==> src/rtl/buck_seq_map.vh <==
/*
 Timing counts, field codes and reset values for the step-down converter sequencer.
 Assumes a 10 MHz system clock.
*/
`ifndef BUCK_SEQ_MAP_VH
`define BUCK_SEQ_MAP_VH
`define CLK_PERIOD_NS 100
`define SHORT_COUNT_LIMIT 5'h10
`define FAULT_OFF_TIME_US 2000
`define FAULT_OFF_CYCLES ((`FAULT_OFF_TIME_US * 1000) / `CLK_PERIOD_NS)
`define DELAY_UNIT_TIME_US 2000
`define DELAY_UNIT_CYCLES ((`DELAY_UNIT_TIME_US * 1000) / `CLK_PERIOD_NS)
`define BOOT_DISCHARGE_TIME_US 100
`define BOOT_DISCHARGE_CYCLES ((`BOOT_DISCHARGE_TIME_US * 1000) / `CLK_PERIOD_NS)
`define WAKEUP_TIME_US 50
`define WAKEUP_CYCLES ((`WAKEUP_TIME_US * 1000) / `CLK_PERIOD_NS)
`define INIT_TIME_US 50
`define INIT_CYCLES ((`INIT_TIME_US * 1000) / `CLK_PERIOD_NS)
`define RAMP_RATE_00_CYCLES 16'h000a
`define RAMP_RATE_01_CYCLES 16'h0014
`define RAMP_RATE_10_CYCLES 16'h0028
`define RAMP_RATE_11_CYCLES 16'h0050
`define IPEAK_CODE_5A2 2'h0
`define IPEAK_CODE_5A8 2'h1
`define IPEAK_CODE_6A2 2'h2
`define IPEAK_CODE_6A8 2'h3
`define PREWARN_DEFAULT 2'h0
`endif

==> src/rtl/buck_control_sequencer.v <==
/*
 Digital sequencer of a step-down regulator: modes, power-up sequences, configuration
 select, peak and short-circuit handling, thermal gating, discharge and voltage ramp.
 Assumes register bits arrive as plain ports from a register block on the same clock,
 and that nrst is the undervoltage reset. Pins and analog comparators are synchronised, except peak_comp on its path to hs_switch_off.
*/
// Contract
// RL1 - Sixteen consecutive peak events power down for 2 ms and flag short circuit.
// RL2 - After short fault: restart after 2 ms if auto restart, else wait enable toggle.
// RL3 - High-side current above peak threshold opens the high-side switch at once.
// RL4 - Two-bit peak select picks 5.2, 5.8, 6.2 or 6.8 A threshold.
// RL5 - Seven-bit code selects target voltage; writing the active code changes output.
// RL6 - Below undervoltage threshold all logic held in reset, converter off.
// RL7 - Thermal shutdown only acts while output on, and turns output off.
// RL8 - After thermal shutdown restart needs enable toggle unless auto restart set.
// RL9 - Thermal warning and pre-warning sources; pre-warning threshold selectable, default 105C.
// RL10 - Discharge on first 100 us after power, and on shutdown when enabled.
// RL11 - Enable low: converter off, sleep if sleep bit or select high, else off.
// RL12 - Enable high: selected enable bit turns converter on, else sleep mode.
// RL13 - Enable pin edges never reset registers or internal state.
// RL14 - During wake-up time every I2C request is not acknowledged.
// RL15 - Three-bit delay adds 2 ms units of power-up delay, default zero.
// RL16 - Enable rise: normal from off, quick from sleep; bit or select: fast.
// RL17 - Power-up voltage target follows configuration chosen by current select state.
// RL18 - Enable grounded keeps core and I2C alive; clearing enable bit shuts down.
// RL19 - Rewriting active code or switching selected code starts a voltage ramp.
// RL20 - Ramp uses fixed step with rate set by two-bit ramp rate field.
// RL21 - Forced ramp mode controls both slopes; auto mode controls only rise.
// RL22 - Select picks enable, code and mode bits; gate low forces high set.
// RL23 - Selected forced mode bit keeps pseudo-PWM and blocks pulse-frequency transition.
// RL24 - Peak counter clears on any cycle without peak and on restart.
`timescale 1ns/1ps
`include "buck_seq_map.vh"
module buck_control_sequencer #(
  parameter FAULT_OFF_CYCLES = `FAULT_OFF_CYCLES,
  parameter DELAY_UNIT_CYCLES = `DELAY_UNIT_CYCLES,
  parameter BOOT_DISCHARGE_CYCLES = `BOOT_DISCHARGE_CYCLES
) (
  input wire clock,
  input wire nrst,
  input wire clk_en,
  input wire enable_pin,
  input wire config_select_pin,
  input wire select_pin_gate,
  input wire sleep_on_disable,
  input wire conv_enable_low,
  input wire conv_enable_high,
  input wire [6:0] vout_code_low,
  input wire [6:0] vout_code_high,
  input wire vout_low_write,
  input wire vout_high_write,
  input wire forced_mode_low,
  input wire forced_mode_high,
  input wire ramp_transition_mode,
  input wire [1:0] voltage_ramp_rate,
  input wire [2:0] powerup_delay,
  input wire [1:0] peak_limit_sel,
  input wire auto_restart_enable,
  input wire discharge_enable,
  input wire [1:0] prewarn_threshold_sel,
  input wire cycle_start,
  input wire peak_comp,
  input wire thermal_shutdown,
  input wire thermal_warn_comp,
  input wire prewarn_comp,
  output reg [1:0] peak_threshold_code,
  output wire hs_switch_off,
  output reg converter_on_q,
  output reg [6:0] vout_target_q,
  output reg pfm_allowed_q,
  output reg ramp_down_active_q,
  output reg discharge_on_q,
  output reg short_circuit_flag,
  output reg thermal_shutdown_flag,
  output reg thermal_warn_flag,
  output reg prewarn_flag,
  output reg [1:0] prewarn_level_q,
  output reg i2c_ready_q,
  output reg sleep_mode_q,
  output reg off_mode_q,
  output reg [2:0] seq_kind_q
);

// ----------------------------------------------------------------
// States and pin synchronisers
// ----------------------------------------------------------------
localparam [5:0] ST_WAKE = 6'h01;
localparam [5:0] ST_IDLE = 6'h02;
localparam [5:0] ST_DELAY = 6'h04;
localparam [5:0] ST_INIT = 6'h08;
localparam [5:0] ST_RUN = 6'h10;
localparam [5:0] ST_FAULT = 6'h20;
localparam [2:0] SEQ_NORMAL = 3'h1;
localparam [2:0] SEQ_QUICK = 3'h2;
localparam [2:0] SEQ_FAST = 3'h4;

reg [5:0] state_q;
reg [31:0] timer_q;
reg [4:0] peak_cnt_q;
reg [31:0] boot_cnt_q;
reg [15:0] ramp_cnt_q;
reg [6:0] ramp_goal_q;
reg latch_off_q;
reg en_prev_q;
reg use_low_q;
reg [2:0] en_sync_q;
reg [2:0] sel_sync_q;
reg [2:0] pk_sync_q;
reg [2:0] tsd_sync_q;
reg [2:0] tw_sync_q;
reg [2:0] pw_sync_q;
reg [2:0] cyc_sync_q;
reg en_s_q;
reg sel_s_q;
reg pk_s_q;
reg tsd_s_q;
reg tw_s_q;
reg pw_s_q;
reg cyc_s_q;
reg cyc_prev_q;

// Three-stage sync; level accepted once stages two and three agree
function filt;
  input [2:0] s;
  input cur;
  begin
    filt = (s[1] == s[2]) ? s[2] : cur;
  end
endfunction

function [15:0] ramp_period;
  input [1:0] rate;
  begin
    case (rate)
      2'h0: ramp_period = `RAMP_RATE_00_CYCLES;
      2'h1: ramp_period = `RAMP_RATE_01_CYCLES;
      2'h2: ramp_period = `RAMP_RATE_10_CYCLES;
      default: ramp_period = `RAMP_RATE_11_CYCLES;
    endcase
  end
endfunction

// RL6 nrst is the undervoltage reset of all state
always @(posedge clock or negedge nrst) begin
  if (!nrst) begin
    en_sync_q <= 3'h0;
    sel_sync_q <= 3'h0;
    pk_sync_q <= 3'h0;
    tsd_sync_q <= 3'h0;
    tw_sync_q <= 3'h0;
    pw_sync_q <= 3'h0;
    cyc_sync_q <= 3'h0;
    en_s_q <= 1'b0;
    sel_s_q <= 1'b0;
    pk_s_q <= 1'b0;
    tsd_s_q <= 1'b0;
    tw_s_q <= 1'b0;
    pw_s_q <= 1'b0;
    cyc_s_q <= 1'b0;
  end else if (clk_en) begin
    en_sync_q <= {en_sync_q[1:0], enable_pin};
    sel_sync_q <= {sel_sync_q[1:0], config_select_pin};
    pk_sync_q <= {pk_sync_q[1:0], peak_comp};
    tsd_sync_q <= {tsd_sync_q[1:0], thermal_shutdown};
    tw_sync_q <= {tw_sync_q[1:0], thermal_warn_comp};
    pw_sync_q <= {pw_sync_q[1:0], prewarn_comp};
    cyc_sync_q <= {cyc_sync_q[1:0], cycle_start};
    en_s_q <= filt(en_sync_q, en_s_q);
    sel_s_q <= filt(sel_sync_q, sel_s_q);
    pk_s_q <= filt(pk_sync_q, pk_s_q);
    tsd_s_q <= filt(tsd_sync_q, tsd_s_q);
    tw_s_q <= filt(tw_sync_q, tw_s_q);
    pw_s_q <= filt(pw_sync_q, pw_s_q);
    cyc_s_q <= filt(cyc_sync_q, cyc_s_q);
  end
end

// ----------------------------------------------------------------
// Configuration selection
// ----------------------------------------------------------------
// RL22 gate low forces the high-side set
wire use_low = select_pin_gate & ~sel_s_q;
wire sel_enable = use_low ? conv_enable_low : conv_enable_high;
// RL17 target follows current select state
wire [6:0] sel_code = use_low ? vout_code_low : vout_code_high;
wire sel_forced = use_low ? forced_mode_low : forced_mode_high;
wire active_write = use_low ? vout_low_write : vout_high_write;
wire en_rise = en_s_q & ~en_prev_q;
wire en_fall = ~en_s_q & en_prev_q;
wire cyc_edge = cyc_s_q & ~cyc_prev_q;
wire tsd_hit = converter_on_q & tsd_s_q;

// RL3 immediate open, no synchroniser in the path
assign hs_switch_off = peak_comp;

// RL4 threshold code passed to the analog comparator
always @* begin
  case (peak_limit_sel)
    2'h0: peak_threshold_code = `IPEAK_CODE_5A2;
    2'h1: peak_threshold_code = `IPEAK_CODE_5A8;
    2'h2: peak_threshold_code = `IPEAK_CODE_6A2;
    default: peak_threshold_code = `IPEAK_CODE_6A8;
  endcase
end

// ----------------------------------------------------------------
// Power-up sequencer and fault handling
// ----------------------------------------------------------------
always @(posedge clock or negedge nrst) begin
  if (!nrst) begin
    state_q <= ST_WAKE;
    timer_q <= 32'h0;
    peak_cnt_q <= 5'h0;
    latch_off_q <= 1'b0;
    en_prev_q <= 1'b0;
    use_low_q <= 1'b0;
    cyc_prev_q <= 1'b0;
    converter_on_q <= 1'b0;
    short_circuit_flag <= 1'b0;
    thermal_shutdown_flag <= 1'b0;
    i2c_ready_q <= 1'b0;
    seq_kind_q <= SEQ_NORMAL;
    sleep_mode_q <= 1'b0;
    off_mode_q <= 1'b1;
  end else if (clk_en) begin
    // RL13 enable edges only steer the sequencer
    en_prev_q <= en_s_q;
    use_low_q <= use_low;
    cyc_prev_q <= cyc_s_q;
    // RL11 mode when enable low; RL12 sleep when enable high and bit clear
    sleep_mode_q <= en_s_q ? ~sel_enable : (sleep_on_disable | sel_s_q);
    off_mode_q <= ~en_s_q & ~sleep_on_disable & ~sel_s_q;
    // RL8 enable toggle releases a latched fault
    if (en_fall) begin
      latch_off_q <= 1'b0;
    end
    case (state_q)
      ST_WAKE: begin
        // RL14 requests refused until wake-up is over
        if (timer_q >= `WAKEUP_CYCLES - 1) begin
          i2c_ready_q <= 1'b1;
          timer_q <= 32'h0;
          state_q <= ST_IDLE;
        end else begin
          timer_q <= timer_q + 32'h1;
        end
      end
      ST_IDLE: begin
        converter_on_q <= 1'b0;
        timer_q <= 32'h0;
        // RL8 restart waits for thermal recovery
        if (en_s_q & sel_enable & ~latch_off_q & ~tsd_s_q) begin
          // RL16 pin rise uses delay, bit or select does not
          if (en_rise) begin
            seq_kind_q <= sleep_mode_q ? SEQ_QUICK : SEQ_NORMAL;
            state_q <= ST_DELAY;
          end else begin
            seq_kind_q <= SEQ_FAST;
            state_q <= ST_INIT;
          end
        end
      end
      ST_DELAY: begin
        // RL15 delay field in 2 ms units
        if (!en_s_q) begin
          state_q <= ST_IDLE;
        end else if (timer_q >= {29'h0, powerup_delay} * DELAY_UNIT_CYCLES) begin
          timer_q <= 32'h0;
          state_q <= ST_INIT;
        end else begin
          timer_q <= timer_q + 32'h1;
        end
      end
      ST_INIT: begin
        if (!(en_s_q & sel_enable)) begin
          state_q <= ST_IDLE;
        end else if (timer_q >= `INIT_CYCLES - 1) begin
          timer_q <= 32'h0;
          // RL24 counter cleared on restart
          peak_cnt_q <= 5'h0;
          converter_on_q <= 1'b1;
          state_q <= ST_RUN;
        end else begin
          timer_q <= timer_q + 32'h1;
        end
      end
      ST_RUN: begin
        if (cyc_edge) begin
          // RL24 a cycle without peak breaks the run
          peak_cnt_q <= pk_s_q ? peak_cnt_q + 5'h1 : 5'h0;
        end
        // RL7 thermal protection only while on
        if (tsd_hit) begin
          thermal_shutdown_flag <= 1'b1;
          converter_on_q <= 1'b0;
          latch_off_q <= ~auto_restart_enable;
          state_q <= ST_IDLE;
        // RL1 sixteen consecutive peaks
        end else if (peak_cnt_q >= `SHORT_COUNT_LIMIT) begin
          short_circuit_flag <= 1'b1;
          converter_on_q <= 1'b0;
          timer_q <= 32'h0;
          state_q <= ST_FAULT;
        // RL18 hardware or software shutdown
        end else if (!(en_s_q & sel_enable)) begin
          converter_on_q <= 1'b0;
          state_q <= ST_IDLE;
        end
      end
      ST_FAULT: begin
        // RL2 off for 2 ms, then restart or latch
        if (timer_q >= FAULT_OFF_CYCLES - 1) begin
          timer_q <= 32'h0;
          latch_off_q <= ~auto_restart_enable;
          seq_kind_q <= SEQ_FAST;
          state_q <= auto_restart_enable ? ST_INIT : ST_IDLE;
        end else begin
          timer_q <= timer_q + 32'h1;
        end
      end
      default: state_q <= ST_IDLE;
    endcase
  end
end

// ----------------------------------------------------------------
// Thermal warnings, discharge, mode
// ----------------------------------------------------------------
always @(posedge clock or negedge nrst) begin
  if (!nrst) begin
    thermal_warn_flag <= 1'b0;
    prewarn_flag <= 1'b0;
    prewarn_level_q <= `PREWARN_DEFAULT;
    boot_cnt_q <= 32'h0;
    discharge_on_q <= 1'b1;
    pfm_allowed_q <= 1'b0;
  end else if (clk_en) begin
    // RL9 warning sources and threshold select
    thermal_warn_flag <= tw_s_q;
    prewarn_flag <= pw_s_q;
    prewarn_level_q <= prewarn_threshold_sel;
    // RL23 forced mode blocks pulse-frequency transition
    pfm_allowed_q <= ~sel_forced;
    // RL10 boot window, then only on shutdown when enabled
    if (boot_cnt_q < BOOT_DISCHARGE_CYCLES) begin
      boot_cnt_q <= boot_cnt_q + 32'h1;
      discharge_on_q <= 1'b1;
    end else begin
      discharge_on_q <= discharge_enable & ~converter_on_q & (state_q != ST_INIT);
    end
  end
end

// ----------------------------------------------------------------
// Voltage ramp
// ----------------------------------------------------------------
wire ramp_start = active_write | (use_low != use_low_q) | (state_q == ST_INIT);
always @(posedge clock or negedge nrst) begin
  if (!nrst) begin
    vout_target_q <= 7'h0;
    ramp_goal_q <= 7'h0;
    ramp_cnt_q <= 16'h0;
    ramp_down_active_q <= 1'b0;
  end else if (clk_en) begin
    // RL19 rewrite or select change restarts the ramp
    if (ramp_start) begin
      ramp_goal_q <= sel_code;
    end
    if (state_q == ST_INIT) begin
      // RL5 power-up starts from the selected code
      vout_target_q <= sel_code;
      ramp_cnt_q <= 16'h0;
    end else if (vout_target_q != ramp_goal_q) begin
      // RL20 one fixed step per programmed period
      if (ramp_cnt_q >= ramp_period(voltage_ramp_rate) - 16'h1) begin
        ramp_cnt_q <= 16'h0;
        vout_target_q <= (ramp_goal_q > vout_target_q) ? vout_target_q + 7'h1 :
                         vout_target_q - 7'h1;
      end else begin
        ramp_cnt_q <= ramp_cnt_q + 16'h1;
      end
    end else begin
      ramp_cnt_q <= 16'h0;
    end
    // RL21 forced mode actively pulls down on a falling ramp
    ramp_down_active_q <= ramp_transition_mode & (ramp_goal_q < vout_target_q);
  end
end

endmodule // buck_control_sequencer

==> config.mk <==
export PLATFORM = sky130hd
export DESIGN_NAME = buck_control_sequencer
export DESIGN_NICKNAME = d
export VERILOG_FILES = /design/src/rtl/buck_control_sequencer.v
export VERILOG_INCLUDE_DIRS = /design/src /design/src/rtl
export SDC_FILE = /design/constraint.sdc
export NUM_CORES = 1
export LEC_CHECK = 0
export ABC_CLOCK_PERIOD_IN_PS = 3300
export BUFFER_PORTS_ARGS = -buffer_cell sky130_fd_sc_hd__buf_2
export CAP_MARGIN = 20
export CORE_UTILIZATION = 60
export CTS_CLUSTER_DIAMETER = 50
export CTS_CLUSTER_SIZE = 8
export DETAILED_ROUTE_END_ITERATION = 16
export PLACE_DENSITY_LB_ADDON = 0.08
export SLEW_MARGIN = 20
export SYNTH_ARGS = -nofsm -noshare
export SYNTH_HDL_FRONTEND = slang
export SYNTH_SLANG_ARGS = --single-unit
==> constraint.sdc <==
create_clock -name clock -period 3.3 [get_ports clock]
set_input_delay 0.33 -clock clock [delete_from_list [all_inputs] [get_ports clock]]
set_output_delay 0.33 -clock clock [all_outputs]
set_load 0.01 [all_outputs]
==> results of run 1 <==
==> kinds of logic (layout without fill, tap and decap cells) <==
logic type,after synthesis,after routing
adder cells (fa/ha/maj),53,53
multiplexers,40,40
XOR/XNOR,17,17
AO/OA/AOI/OAI,184,184
buffers and inverters,100,173
flip-flops,153,153
AND/OR/NAND/NOR,245,245
==> registers in the layout, indices dropped and copies added, names as in the netlist, 5 cells and up <==
signal / cells
boot_cnt_q: 32
timer_q: 32
ramp_cnt_q: 16
ramp_goal_q: 7
vout_target_q: 7
state_q: 6
peak_cnt_q: 5
==> per-layer routing <==
| metal | part of all wire [%] | global-route usage (%) |
|---|---|---|
| met5 | 0 | 0 |
| met4 | 1.4 | 10.0 |
| met3 | 4.3 | 6.06 |
| met2 | 51 | 44.7 |
| met1 | 44 | 34.7 |
==> report_power, final <==
group | internal, mW | leakage (nW) | total, mW | switching, mW
Combinational | 1.09 | 2.10 | 2.39 | 1.30
Clock | 1.11 | 0.279 | 1.90 | 0.791
Sequential | 2.18 | 1.97 | 2.48 | 0.301
Total | 4.38 | 4.35 | 6.77 | 2.39
==> placed cells by master, fill, tap and decap left out, types with 7 or more instances in the layout <==
cell and n:
mux2_2 25, nand2_1 63, o21ai_0 65, buf_4 28
nor3_1 14, and2_1 15, mux2i_1 13, a21o_1 7
nor4_1 15, xnor2_1 9, nor2b_1 15, buf_2 62
dfrtp_1 149, and3_1 14, a21oi_1 35, nand3_1 20
nand4_1 17, ha_1 46, o211ai_1 7, o31ai_1 10
nor2_1 31, inv_1 42, xor2_1 7, clkbuf_16 17
==> per-stage QoR <==
step | utilization, % | TNS (ns) | instances
2_1_floorplan | - | -0.267 | 792
3_3_place_gp | 67.0 | -4.38 | 1005
3_5_place_dp | 67.0 | -6.96 | 1005
4_1_cts | 71.5 | 0 | 1037
5_1_grt | 72.0 | -0.0302 | 1037
6_report | 72.0 | 0 | 1037
==> final cells by class <==
class / count / area, µm² / area share (%)
timing repair buffer: 95 / 577 / 6.25
sequential: 153 / 3830 / 41.5
multi-input combinational: 539 / 3850 / 41.7
inverter: 46 / 176 / 1.91
clock buffer: 21 / 470 / 5.10
clock inverter: 11 / 109 / 1.18
tap: 172 / 215 / 2.33
==> final timing paths <==
| kind | to | slack [ns] | depth (start not counted) |
|---|---|---|---|
| max | state_q[3]$_DFFE_PN0P_ | 0.08 | 14 |
| min | boot_cnt_q[6]$_DFFE_PN0P_ | -0.009 | 1 |
| max reg2reg | vout_target_q[6]$_DFFE_PN0P_ | 0.14 | 12 |
| min reg2reg | boot_cnt_q[18]$_DFFE_PN0P_ | 0.38 | 0 |
| max in group asynchronous | seq_kind_q[0]$_DFFE_PN1P_ | 2.40 | 2 |
| min in group clock | off_mode_q$_DFFE_PN1P_ | 0.08 | 2 |
==> timing repair <==
item,in CTS,in global routing
setup endpoints to repair,1,20
resized for setup,1,14
hold buffers,0,0
gates cloned,0,0
pin swaps,0,10
==> critical path, delay by kind of cell <==
family | cells | cell delay (ns)
mux | 1 | 0.32
fa+ha+maj | 4 | 1.50
buf+inv | 4 | 0.25
simple gates | 3 | 0.37
compound gates | 2 | 0.75
==> flow_results.xml, run 1 <==
<?xml version="1.0" encoding="UTF-8"?>
<metrics>
  <group name="logic_synthesis">
    <metric name="yosys.area_share.adder" unit="%">8.62</metric>
    <metric name="synth.yosys.warnings" unit="">0</metric>
    <metric name="yosys.area.top_type_share" unit="%">46.5</metric>
    <metric name="synth-xor-area-share" unit="%">1.86</metric>
    <metric name="post_synth_and_or_nand_nor_area_fraction" unit="%">16.6</metric>
    <metric name="synth.area.top_cells" unit="">dfrtp_1 (46%), ha_1 (7.5%), o21ai_0 (4.1%)</metric>
    <metric name="netlist_instances" unit="">792</metric>
    <metric name="avgSynthCellArea" unit="µm²">10.1</metric>
    <metric name="synth_largest_area_cell" unit="">dfrtp_1</metric>
    <metric name="async_reset_ff_share" unit="%">100</metric>
    <metric name="synth_compound_area_share" unit="%">14.6</metric>
    <metric name="ys_flop_type" unit="">dfrtp_1</metric>
    <metric name="synth.net_count" unit="">888</metric>
    <metric name="ys_types" unit="">74</metric>
    <metric name="synth_top_family_by_area" unit="">simple AND/OR/NAND/NOR gates</metric>
    <metric name="synth_most_common_cell" unit="">dfrtp_1</metric>
    <metric name="muxShareOfSynthArea" unit="%">5.41</metric>
    <metric name="ys_seq_area_share" unit="%">47.8</metric>
    <metric name="synth_top_cells_by_count" unit="">dfrtp_1 (149), o21ai_0 (66), nand2_1 (63), ha_1 (48), inv_1 (46)</metric>
    <metric name="synthesis.area" unit="µm²">8030</metric>
    <metric name="synth-edff-count" unit="">0</metric>
    <metric name="synth_seq_cells" unit="">153</metric>
  </group>
  <group name="critical_path">
    <metric name="critical_path.endpoint_type" unit="">register</metric>
    <metric name="worst-setup-path-type" unit="">in2reg</metric>
    <metric name="crit_required" unit="ns">3.60</metric>
    <metric name="path_max_fanout" unit="">5</metric>
    <metric name="crit_path_cell_trace" unit="">buf_6 -&gt; clkinvlp_4 -&gt; fa_1 -&gt; inv_1 -&gt; ha_2 -&gt; fa_2 -&gt; inv_2 -&gt; ha_4 -&gt; and4_1 -&gt; nand4_1 -&gt; a311oi_2 -&gt; nor4_4 -&gt; a211o_1 -&gt; mux2_4</metric>
    <metric name="cp.arrival" unit="ns">3.52</metric>
    <metric name="timing.critical_path.from_type" unit="">primary input</metric>
    <metric name="setup.worst_path.start" unit="">powerup_delay[1]</metric>
    <metric name="slowest_delay" unit="ns">0.57</metric>
    <metric name="critPathSlowestCell" unit="">fa_2</metric>
    <metric name="r2r-start" unit="">vout_target_q[6]$_DFFE_PN0P_</metric>
  </group>
  <group name="place">
    <metric name="placement.cell_area" unit="µm²">8590</metric>
    <metric name="dp_slack" unit="ns">-0.365</metric>
    <metric name="hpwlAfterDp" unit="µm">12400</metric>
    <metric name="gpl.final_weighted_congestion" unit="">0.902</metric>
    <metric name="buffer_ports.inserted" unit="">65</metric>
  </group>
  <group name="clock_network">
    <metric name="clock_sinks" unit="">153</metric>
    <metric name="cts_setup_buffers" unit="">0</metric>
    <metric name="insertion_delay_to_the_later_sink_of_the_worst_skew_pair" unit="ns">0.42</metric>
    <metric name="numCtsBuffers" unit="">17</metric>
    <metric name="ctsRootBufferMaster" unit="">clkbuf_16</metric>
    <metric name="tritoncts" unit="">yes</metric>
    <metric name="clk_pin_slew" unit="ns">0.06</metric>
    <metric name="clock_tree.htree_level_count" unit="">4</metric>
    <metric name="cts.path.max_buffers" unit="">2</metric>
  </group>
  <group name="min_path">
    <metric name="min-delay-path-class" unit="">in2async</metric>
  </group>
  <group name="floorplanning">
    <metric name="die_area" unit="µm²">13800</metric>
    <metric name="die_y" unit="µm">118</metric>
    <metric name="start_util" unit="%">62.6</metric>
    <metric name="die_width" unit="µm">118</metric>
    <metric name="core_area" unit="µm²">12800</metric>
    <metric name="std_cell_rows" unit="">41</metric>
    <metric name="ioPinCount" unit="">70</metric>
  </group>
  <group name="power">
    <metric name="static-leakage-power" unit="nW">4.35</metric>
    <metric name="report.power.total" unit="mW">6.77</metric>
    <metric name="vdd.ir_drop.worst" unit="V">0.000467</metric>
    <metric name="power.density" unit="nW/µm²">734</metric>
  </group>
  <group name="layout">
    <metric name="drive_above_1_share" unit="%">21.3</metric>
    <metric name="layout.filler_cells" unit="">948</metric>
    <metric name="final_nets" unit="">948</metric>
    <metric name="insertedDiodeCount" unit="">0</metric>
    <metric name="design_area" unit="µm²">9230</metric>
    <metric name="post_synthesis_to_final_layout_area_growth" unit="%">15.0</metric>
  </group>
  <group name="route">
    <metric name="drtAntennaViolNets" unit="">0</metric>
    <metric name="route.final.wire_length" unit="µm">17400</metric>
    <metric name="drc" unit="">0</metric>
    <metric name="vias_per_cell" unit="">5.95</metric>
    <metric name="routedWlPerCell" unit="µm">16.8</metric>
    <metric name="drtIter0Drc" unit="">478</metric>
    <metric name="detail_route.first_pass.iterations" unit="">7</metric>
    <metric name="vias" unit="">6166</metric>
  </group>
  <group name="global_routing">
    <metric name="antenna_violations_before_repair" unit="">0</metric>
    <metric name="global_route_overflow" unit="">0</metric>
    <metric name="first_global_vias" unit="">6395</metric>
    <metric name="grt_start_max_net_pins" unit="">97</metric>
    <metric name="gr_usage_total" unit="%">27.0</metric>
    <metric name="grt_first_pass_wirelength" unit="µm">30000</metric>
  </group>
  <group name="timing">
    <metric name="tightestPinTransition" unit="ns">0.868</metric>
    <metric name="timing.final.hold_violations" unit="">5</metric>
    <metric name="final.min_clock_period" unit="ns">3.22</metric>
    <metric name="setup_ws" unit="ns">0.0838</metric>
    <metric name="slew_headroom" unit="%">42.1</metric>
    <metric name="finalSetupViolations" unit="">0</metric>
    <metric name="clock-skew-final" unit="ns">0.00880</metric>
    <metric name="final_max_slew_viol_count" unit="">0</metric>
    <metric name="max_freq" unit="GHz">0.311</metric>
    <metric name="hold_slack" unit="ns">-0.00909</metric>
    <metric name="finalCritPeriodShare" unit="%">97.5</metric>
  </group>
  <group name="status">
    <metric name="status" unit="">complete, but fails checks</metric>
    <metric name="violations" unit="">hold timing</metric>
  </group>
  <group name="run">
    <metric name="drv.max_cap_violation_count" unit="">0</metric>
  </group>
</metrics>
Power figures use the tool's default switching activity.
==> run 2, diff against run 1 <==
--- a/config.mk
+++ b/config.mk
@@ -6,10 +6,10 @@
 export SDC_FILE = /design/constraint.sdc
 export NUM_CORES = 1
 export LEC_CHECK = 0
-export ABC_CLOCK_PERIOD_IN_PS = 3300
+export ABC_CLOCK_PERIOD_IN_PS = 3900
 export BUFFER_PORTS_ARGS = -buffer_cell sky130_fd_sc_hd__buf_2
 export CAP_MARGIN = 20
-export CORE_UTILIZATION = 60
+export CORE_UTILIZATION = 64
 export CTS_CLUSTER_DIAMETER = 50
 export CTS_CLUSTER_SIZE = 8
 export DETAILED_ROUTE_END_ITERATION = 16
==> constraint.sdc (replaced) <==
create_clock -name clock -period 3.9 [get_ports clock]
set_input_delay 0.39 -clock clock [delete_from_list [all_inputs] [get_ports clock]]
set_output_delay 0.39 -clock clock [all_outputs]
set_load 0.01 [all_outputs]
==> run 2 against run 1 <==
Against the previous run:
- the run now ends clean
- critical path type is now reg2reg
- hold slack better by 0.076 ns
- largest cell class is now sequential cells
- first-iteration DRC count up 29%
- count of clock-buffer cells in the layout down 3
- die area down 6.1%
- via count down 0.75%
- clock skew up 0.0026 ns
- register-to-register slack better by 0.24 ns
- sequential share of layout area up 1.0 points
- critical path depth down 2
- critical endpoint is now vout_target_q[6]$_DFFE_PN0P_
==> flow_results.xml, run 2 (same netlist as run 1, synthesis figures left out) <==
<?xml version="1.0" encoding="UTF-8"?>
<metrics>
  <group name="critical_path">
    <metric name="path_buf_inv" unit="">1</metric>
    <metric name="crit_path_cell_trace" unit="">inv_1 -&gt; ha_1 -&gt; nand4_1 -&gt; nor2_1 -&gt; o21bai_1 -&gt; ha_1 -&gt; a21o_1 -&gt; a311o_1 -&gt; a21oi_1 -&gt; xor2_1 -&gt; a21boi_0 -&gt; a2bb2oi_1</metric>
    <metric name="path_max_fanout" unit="">7</metric>
    <metric name="worstReg2RegEnd" unit="">vout_target_q[6]$_DFFE_PN0P_</metric>
    <metric name="cpLargestDelayFamily" unit="">compound AO/OA/AOI/OAI gates</metric>
    <metric name="crit_required" unit="ns">4.18</metric>
    <metric name="cp.arrival" unit="ns">3.80</metric>
    <metric name="timing.critical_path.from_type" unit="">register</metric>
    <metric name="slowest_delay" unit="ns">0.41</metric>
    <metric name="regToRegSetupSlack" unit="ns">0.38</metric>
    <metric name="crit_top_cell" unit="">ha_1</metric>
    <metric name="r2r-start" unit="">vout_target_q[5]$_DFFE_PN0P_</metric>
    <metric name="timing.reg2reg.worst_path_depth" unit="">12</metric>
    <metric name="critPathSlowestCell" unit="">nor2_1</metric>
    <metric name="worst-setup-path-type" unit="">reg2reg</metric>
    <metric name="critical_path.endpoint_type" unit="">register</metric>
  </group>
  <group name="power">
    <metric name="comb_power_share" unit="%">33.5</metric>
    <metric name="power.share.clock" unit="%">28.6</metric>
    <metric name="cell_internal_pwr" unit="mW">3.58</metric>
    <metric name="power_frac_seq" unit="%">37.9</metric>
    <metric name="report.power.total" unit="mW">5.59</metric>
    <metric name="vdd.ir_drop.worst" unit="V">0.000398</metric>
    <metric name="power.density" unit="nW/µm²">620</metric>
    <metric name="power.share.switching" unit="%">35.9</metric>
    <metric name="static-leakage-power" unit="nW">4.26</metric>
    <metric name="power.switching" unit="mW">2.00</metric>
  </group>
  <group name="timing">
    <metric name="setup_ws" unit="ns">0.380</metric>
    <metric name="setup_tns" unit="ns">0</metric>
    <metric name="hold_slack" unit="ns">0.0672</metric>
    <metric name="slew_headroom" unit="%">40.2</metric>
    <metric name="tightestPinTransition" unit="ns">0.896</metric>
    <metric name="max_freq" unit="GHz">0.284</metric>
    <metric name="clock-skew-final" unit="ns">0.0114</metric>
    <metric name="final_max_slew_viol_count" unit="">0</metric>
    <metric name="timing.final.hold_violations" unit="">0</metric>
    <metric name="final.min_clock_period" unit="ns">3.52</metric>
    <metric name="finalCritPeriodShare" unit="%">90.3</metric>
    <metric name="finalSetupViolations" unit="">0</metric>
    <metric name="grt_setup_unrepaired" unit="">false</metric>
  </group>
  <group name="route">
    <metric name="detail_route.first_pass.iterations" unit="">5</metric>
    <metric name="drc" unit="">0</metric>
    <metric name="drtIter0Drc" unit="">618</metric>
    <metric name="vias" unit="">6120</metric>
    <metric name="vias_per_cell" unit="">6.03</metric>
    <metric name="route.final.wire_length" unit="µm">17500</metric>
    <metric name="routedWlPerCell" unit="µm">17.3</metric>
    <metric name="drtAntennaViolNets" unit="">0</metric>
  </group>
  <group name="global_routing">
    <metric name="grt_first_pass_wirelength" unit="µm">29100</metric>
    <metric name="globalRouteMet3Util" unit="%">5.26</metric>
    <metric name="grt.busiest_layer" unit="">met2</metric>
    <metric name="global_route_overflow" unit="">0</metric>
    <metric name="first_global_vias" unit="">6109</metric>
    <metric name="met2_track_utilization_from_global_routing" unit="%">48.8</metric>
    <metric name="gr_usage_total" unit="%">28.9</metric>
    <metric name="grt_start_max_net_pins" unit="">117</metric>
    <metric name="grtUsageMet1" unit="%">37.6</metric>
    <metric name="antenna_violations_before_repair" unit="">0</metric>
  </group>
  <group name="clock_network">
    <metric name="post_cts_resized" unit="">0</metric>
    <metric name="cts.path.max_buffers" unit="">2</metric>
    <metric name="clk_pin_slew" unit="ns">0.06</metric>
    <metric name="numCtsBuffers" unit="">17</metric>
    <metric name="clock_tree.htree_level_count" unit="">4</metric>
    <metric name="tritoncts" unit="">yes</metric>
    <metric name="cts_setup_buffers" unit="">0</metric>
    <metric name="insertion_delay_to_the_later_sink_of_the_worst_skew_pair" unit="ns">0.43</metric>
    <metric name="ctsRootBufferMaster" unit="">clkbuf_16</metric>
    <metric name="clock_sinks" unit="">153</metric>
    <metric name="cts.hold.buffers_added" unit="">0</metric>
  </group>
  <group name="run">
    <metric name="drv.max_cap_violation_count" unit="">0</metric>
  </group>
  <group name="place">
    <metric name="dp_slack" unit="ns">0.0934</metric>
    <metric name="gpl.final_weighted_congestion" unit="">0.868</metric>
    <metric name="numPlacedInstances" unit="">983</metric>
    <metric name="hpwlAfterDp" unit="µm">12400</metric>
    <metric name="buffer_ports.inserted" unit="">65</metric>
  </group>
  <group name="floorplanning">
    <metric name="core_area" unit="µm²">12100</metric>
    <metric name="die_y" unit="µm">114</metric>
    <metric name="die_width" unit="µm">114</metric>
    <metric name="die_area" unit="µm²">13000</metric>
    <metric name="ioPinCount" unit="">70</metric>
    <metric name="start_util" unit="%">66.3</metric>
    <metric name="std_cell_rows" unit="">40</metric>
  </group>
  <group name="layout">
    <metric name="post_synthesis_to_final_layout_area_growth" unit="%">12.3</metric>
    <metric name="layout.filler_cells" unit="">880</metric>
    <metric name="most-common-layout-cells" unit="">dfrtp_1 (149), o21ai_0 (65), buf_2 (64), nand2_1 (63), ha_1 (48)</metric>
    <metric name="fin_cells" unit="">1015</metric>
    <metric name="layout.cells.most_common" unit="">dfrtp_1</metric>
    <metric name="insertedDiodeCount" unit="">0</metric>
    <metric name="reg.largest.list" unit="">boot_cnt_q: 32 flops, timer_q: 32 flops, ramp_cnt_q: 16 flops</metric>
    <metric name="drive_above_1_share" unit="%">18.4</metric>
    <metric name="final_nets" unit="">930</metric>
  </group>
  <group name="min_path">
    <metric name="min-delay-path-class" unit="">in2async</metric>
  </group>
  <group name="status">
    <metric name="status" unit="">finished clean</metric>
  </group>
</metrics>
[run 2: cell count changes in the layout (fill, tap and decap cells not counted), moves of 3 or more]
cell	change
buf_4	-17
buf_6	-5
inv_2	-3
inv_1	+4
clkinv_4	+3
[run 2: cell type report]
cell class,count,area [µm²],area share (%)
Tap cell,168,210,2.33
Inverter,46,173,1.92
Sequential cell,153,3830,42.5
Clock inverter,14,136,1.51
Multi-Input combinational cell,539,3780,42.0
Timing Repair Buffer,77,437,4.85
Clock buffer,18,439,4.87
[run 2: through the flow]
stage | instance area [µm²] | util, %
final | 9010 | 74.4
after global placement | 8430 | 69.6
after global routing | 9010 | 74.4
after detailed placement | 8430 | 69.6
after floorplan | 8030 | -
after CTS | 9010 | 74.4
[run 2: power groups by stage]
| stage | logic [mW] | clock network (mW) | registers [mW] |
|---|---|---|---|
| 2_1_floorplan | 1.39 | 0 | 2.09 |
| 5_1_grt | 2.09 | 1.68 | 2.15 |
| 4_1_cts | 1.87 | 1.62 | 2.11 |
| 6_report | 1.87 | 1.60 | 2.12 |
| 3_3_place_gp | 1.76 | 0 | 2.11 |
| 3_5_place_dp | 1.86 | 0 | 2.14 |
[run 2: how the worst max path moves through the flow]
| stage | slack [ns] | endpoint | cells past startpoint | startpoint |
|---|---|---|---|---|
| 2_1_floorplan | 0.12 | state_q[1]$_DFFE_PN0P_ | 13 | powerup_delay[1] |
| 3_3_place_gp | 0.21 | timer_q[6]$_DFFE_PN0P_ | 16 | powerup_delay[2] |
| 3_5_place_dp | 0.09 | timer_q[6]$_DFFE_PN0P_ | 16 | powerup_delay[2] |
| 4_1_cts | 0.37 | vout_target_q[6]$_DFFE_PN0P_ | 12 | vout_target_q[5]$_DFFE_PN0P_ |
| 5_1_grt | 0.15 | vout_target_q[6]$_DFFE_PN0P_ | 12 | vout_target_q[5]$_DFFE_PN0P_ |
| 6_report | 0.38 | vout_target_q[6]$_DFFE_PN0P_ | 12 | vout_target_q[5]$_DFFE_PN0P_ |
[run 2: per-layer routing]
metal	share of wire [%]	wire length, µm	vias up
met3	4.5	780	27
met2	50	8770	177
met1	44	7730	2994
met5	0	0	-
li1	-	-	2922
met4	1.4	238	0
==> run 3, diff against run 2 <==
--- a/config.mk
+++ b/config.mk
@@ -9,7 +9,7 @@
 export ABC_CLOCK_PERIOD_IN_PS = 3900
 export BUFFER_PORTS_ARGS = -buffer_cell sky130_fd_sc_hd__buf_2
 export CAP_MARGIN = 20
-export CORE_UTILIZATION = 64
+export CORE_UTILIZATION = 59
 export CTS_CLUSTER_DIAMETER = 50
 export CTS_CLUSTER_SIZE = 8
 export DETAILED_ROUTE_END_ITERATION = 16
==> run 3 against run 2 <==
Against the previous run:
- maximum frequency shrank 1.3%
- clock power about the same
- die area grew 8.3%
- first-iteration DRC count up 0.32%
- non-clock buffer count up 3
- sequential power about the same
- largest cell class unchanged
- largest power group unchanged
==> flow_results.xml, run 3 (same netlist as run 1, synthesis figures left out) <==
<?xml version="1.0" encoding="UTF-8"?>
<metrics>
  <group name="status">
    <metric name="status" unit="">finished clean</metric>
  </group>
  <group name="clock_network">
    <metric name="cts.hold.buffers_added" unit="">0</metric>
    <metric name="post_cts_resized" unit="">0</metric>
    <metric name="cts.path.max_buffers" unit="">2</metric>
    <metric name="clock_tree.htree_level_count" unit="">4</metric>
    <metric name="numCtsBuffers" unit="">17</metric>
    <metric name="clock_sinks" unit="">153</metric>
    <metric name="tritoncts" unit="">yes</metric>
    <metric name="clk_pin_slew" unit="ns">0.06</metric>
    <metric name="insertion_delay_to_the_later_sink_of_the_worst_skew_pair" unit="ns">0.42</metric>
    <metric name="cts_setup_buffers" unit="">0</metric>
    <metric name="ctsRootBufferMaster" unit="">clkbuf_16</metric>
  </group>
  <group name="critical_path">
    <metric name="r2r-start" unit="">vout_target_q[4]$_DFFE_PN0P_</metric>
    <metric name="cp.arrival" unit="ns">3.86</metric>
    <metric name="worst-setup-path-type" unit="">in2reg</metric>
    <metric name="path_max_fanout" unit="">6</metric>
    <metric name="timing.reg2reg.worst_path_depth" unit="">12</metric>
    <metric name="worstReg2RegEnd" unit="">vout_target_q[6]$_DFFE_PN0P_</metric>
    <metric name="setup.worst_path.start" unit="">powerup_delay[0]</metric>
    <metric name="crit_path_cell_trace" unit="">buf_2 -&gt; inv_1 -&gt; fa_1 -&gt; inv_1 -&gt; ha_1 -&gt; fa_1 -&gt; xnor2_1 -&gt; ha_1 -&gt; a21oi_1 -&gt; o21ai_0 -&gt; and4_1 -&gt; nor4_2 -&gt; buf_4 -&gt; nor2_1 -&gt; o41ai_1</metric>
    <metric name="regToRegSetupSlack" unit="ns">0.38</metric>
    <metric name="critPathSlowestCell" unit="">fa_1</metric>
    <metric name="timing.critical_path.from_type" unit="">primary input</metric>
    <metric name="endpoint" unit="">timer_q[18]$_DFFE_PN0P_</metric>
    <metric name="cpLargestDelayFamily" unit="">adder cells</metric>
    <metric name="path_buf_inv" unit="">4</metric>
    <metric name="critical_path.endpoint_type" unit="">register</metric>
    <metric name="crit_required" unit="ns">4.19</metric>
    <metric name="slowest_delay" unit="ns">0.53</metric>
    <metric name="path_depth" unit="">15</metric>
  </group>
  <group name="place">
    <metric name="gpl.final_weighted_congestion" unit="">0.880</metric>
    <metric name="dp_slack" unit="ns">-0.0930</metric>
    <metric name="hpwlAfterDp" unit="µm">12100</metric>
    <metric name="placement.cell_area" unit="µm²">8470</metric>
    <metric name="buffer_ports.inserted" unit="">65</metric>
  </group>
  <group name="route">
    <metric name="route.met3.wl" unit="µm">711</metric>
    <metric name="top_signal_layer_used" unit="">met4</metric>
    <metric name="drtAntennaViolNets" unit="">0</metric>
    <metric name="routedWlPerCell" unit="µm">17.1</metric>
    <metric name="detail_route.first_pass.iterations" unit="">9</metric>
    <metric name="vias" unit="">6077</metric>
    <metric name="drtIter0Drc" unit="">620</metric>
    <metric name="route.final.wire_length" unit="µm">17500</metric>
    <metric name="drt-met1-wl" unit="µm">7970</metric>
    <metric name="dr_wl_met2" unit="µm">8610</metric>
    <metric name="drc" unit="">0</metric>
    <metric name="vias_per_cell" unit="">5.93</metric>
  </group>
  <group name="global_routing">
    <metric name="global_route_overflow" unit="">0</metric>
    <metric name="antenna_violations_before_repair" unit="">0</metric>
    <metric name="grt_start_max_net_pins" unit="">102</metric>
    <metric name="gr_usage_total" unit="%">26.7</metric>
    <metric name="grt_first_pass_wirelength" unit="µm">29800</metric>
    <metric name="first_global_vias" unit="">6140</metric>
  </group>
  <group name="timing">
    <metric name="tightestPinTransition" unit="ns">0.909</metric>
    <metric name="max_freq" unit="GHz">0.280</metric>
    <metric name="final.min_clock_period" unit="ns">3.57</metric>
    <metric name="final_max_slew_viol_count" unit="">0</metric>
    <metric name="setup_ws" unit="ns">0.334</metric>
    <metric name="setup_tns" unit="ns">0</metric>
    <metric name="slew_headroom" unit="%">39.4</metric>
    <metric name="grt_setup_unrepaired" unit="">false</metric>
    <metric name="finalCritPeriodShare" unit="%">91.4</metric>
    <metric name="timing.final.hold_violations" unit="">0</metric>
    <metric name="finalSetupViolations" unit="">0</metric>
    <metric name="clock-skew-final" unit="ns">0.0100</metric>
  </group>
  <group name="floorplanning">
    <metric name="std_cell_rows" unit="">42</metric>
    <metric name="ioPinCount" unit="">70</metric>
    <metric name="die_width" unit="µm">119</metric>
    <metric name="die_y" unit="µm">119</metric>
    <metric name="start_util" unit="%">60.6</metric>
    <metric name="die_area" unit="µm²">14100</metric>
    <metric name="core_area" unit="µm²">13200</metric>
  </group>
  <group name="layout">
    <metric name="multi_input_area" unit="µm²">3780</metric>
    <metric name="seq_area" unit="µm²">3830</metric>
    <metric name="insertedDiodeCount" unit="">0</metric>
    <metric name="drive_above_1_share" unit="%">18.6</metric>
    <metric name="post_synthesis_to_final_layout_area_growth" unit="%">12.6</metric>
    <metric name="layout.filler_cells" unit="">1016</metric>
    <metric name="layout.cells.most_common" unit="">dfrtp_1</metric>
    <metric name="design_area" unit="µm²">9040</metric>
    <metric name="final_nets" unit="">933</metric>
    <metric name="reg.largest.list" unit="">boot_cnt_q: 32 flops, timer_q: 32 flops, ramp_cnt_q: 16 flops</metric>
    <metric name="most-common-layout-cells" unit="">dfrtp_1 (149), o21ai_0 (66), buf_2 (64), nand2_1 (63), ha_1 (48)</metric>
  </group>
  <group name="run">
    <metric name="drv.max_cap_violation_count" unit="">0</metric>
  </group>
  <group name="power">
    <metric name="vdd.ir_drop.worst" unit="V">0.000396</metric>
    <metric name="power.density" unit="nW/µm²">618</metric>
    <metric name="static-leakage-power" unit="nW">4.27</metric>
  </group>
  <group name="min_path">
    <metric name="min-delay-path-class" unit="">in2async</metric>
  </group>
</metrics>
run 3: cell types whose count changed in the layout (fill, tap and decap cells not counted), sizes merged:
cell and change:
buf +4, clkinvlp +1, inv -3
run 3: power by group:
group	leakage, nW	switching [mW]	total, mW	internal (mW)
sequential	1.97	0.267	2.11	1.85
clock	0.274	0.677	1.59	0.916
combinational	2.02	1.04	1.87	0.834
total	4.27	1.98	5.58	3.60
run 3: final cells by class:
| cell class | count | share of cell area (%) |
|---|---|---|
| clock buffers | 19 | 5.01 |
| clock inverters | 12 | 1.30 |
| inverters | 46 | 1.91 |
| multi-input cells | 539 | 41.9 |
| flip-flops and latches | 153 | 42.4 |
| well taps | 176 | 2.44 |
| repair buffers | 80 | 5.05 |
run 3: layer usage:
metal / GRT usage [%] / up-vias
li1: - / 2915
met2: 43.5 / 134
met3: 5.31 / 21
met1: 35.7 / 3007
met4: 9.18 / 0
met5: 0 / -
run 3: worst min-delay path by stage:
stage	slack, ns	start	endpoint
after floorplan	0.09	nrst	boot_cnt_q[0]$_DFFE_PN0P_
after global placement	0.36	boot_cnt_q[29]$_DFFE_PN0P_	boot_cnt_q[29]$_DFFE_PN0P_
after detailed placement	0.37	boot_cnt_q[10]$_DFFE_PN0P_	boot_cnt_q[10]$_DFFE_PN0P_
after CTS	0.11	nrst	boot_cnt_q[4]$_DFFE_PN0P_
after global routing	0.14	nrst	boot_cnt_q[7]$_DFFE_PN0P_
final	0.06	nrst	boot_cnt_q[4]$_DFFE_PN0P_
run 3: through the flow:
step,util (%),power [mW],hold slack (ns),std cells
after floorplan,-,3.48,0.0944,792
after global placement,63.9,3.88,0.365,994
after detailed placement,63.9,3.98,0.367,994
after CTS,68.2,5.60,0.106,1025
after global routing,68.2,5.93,0.139,1025
final,68.2,5.58,0.0647,1025
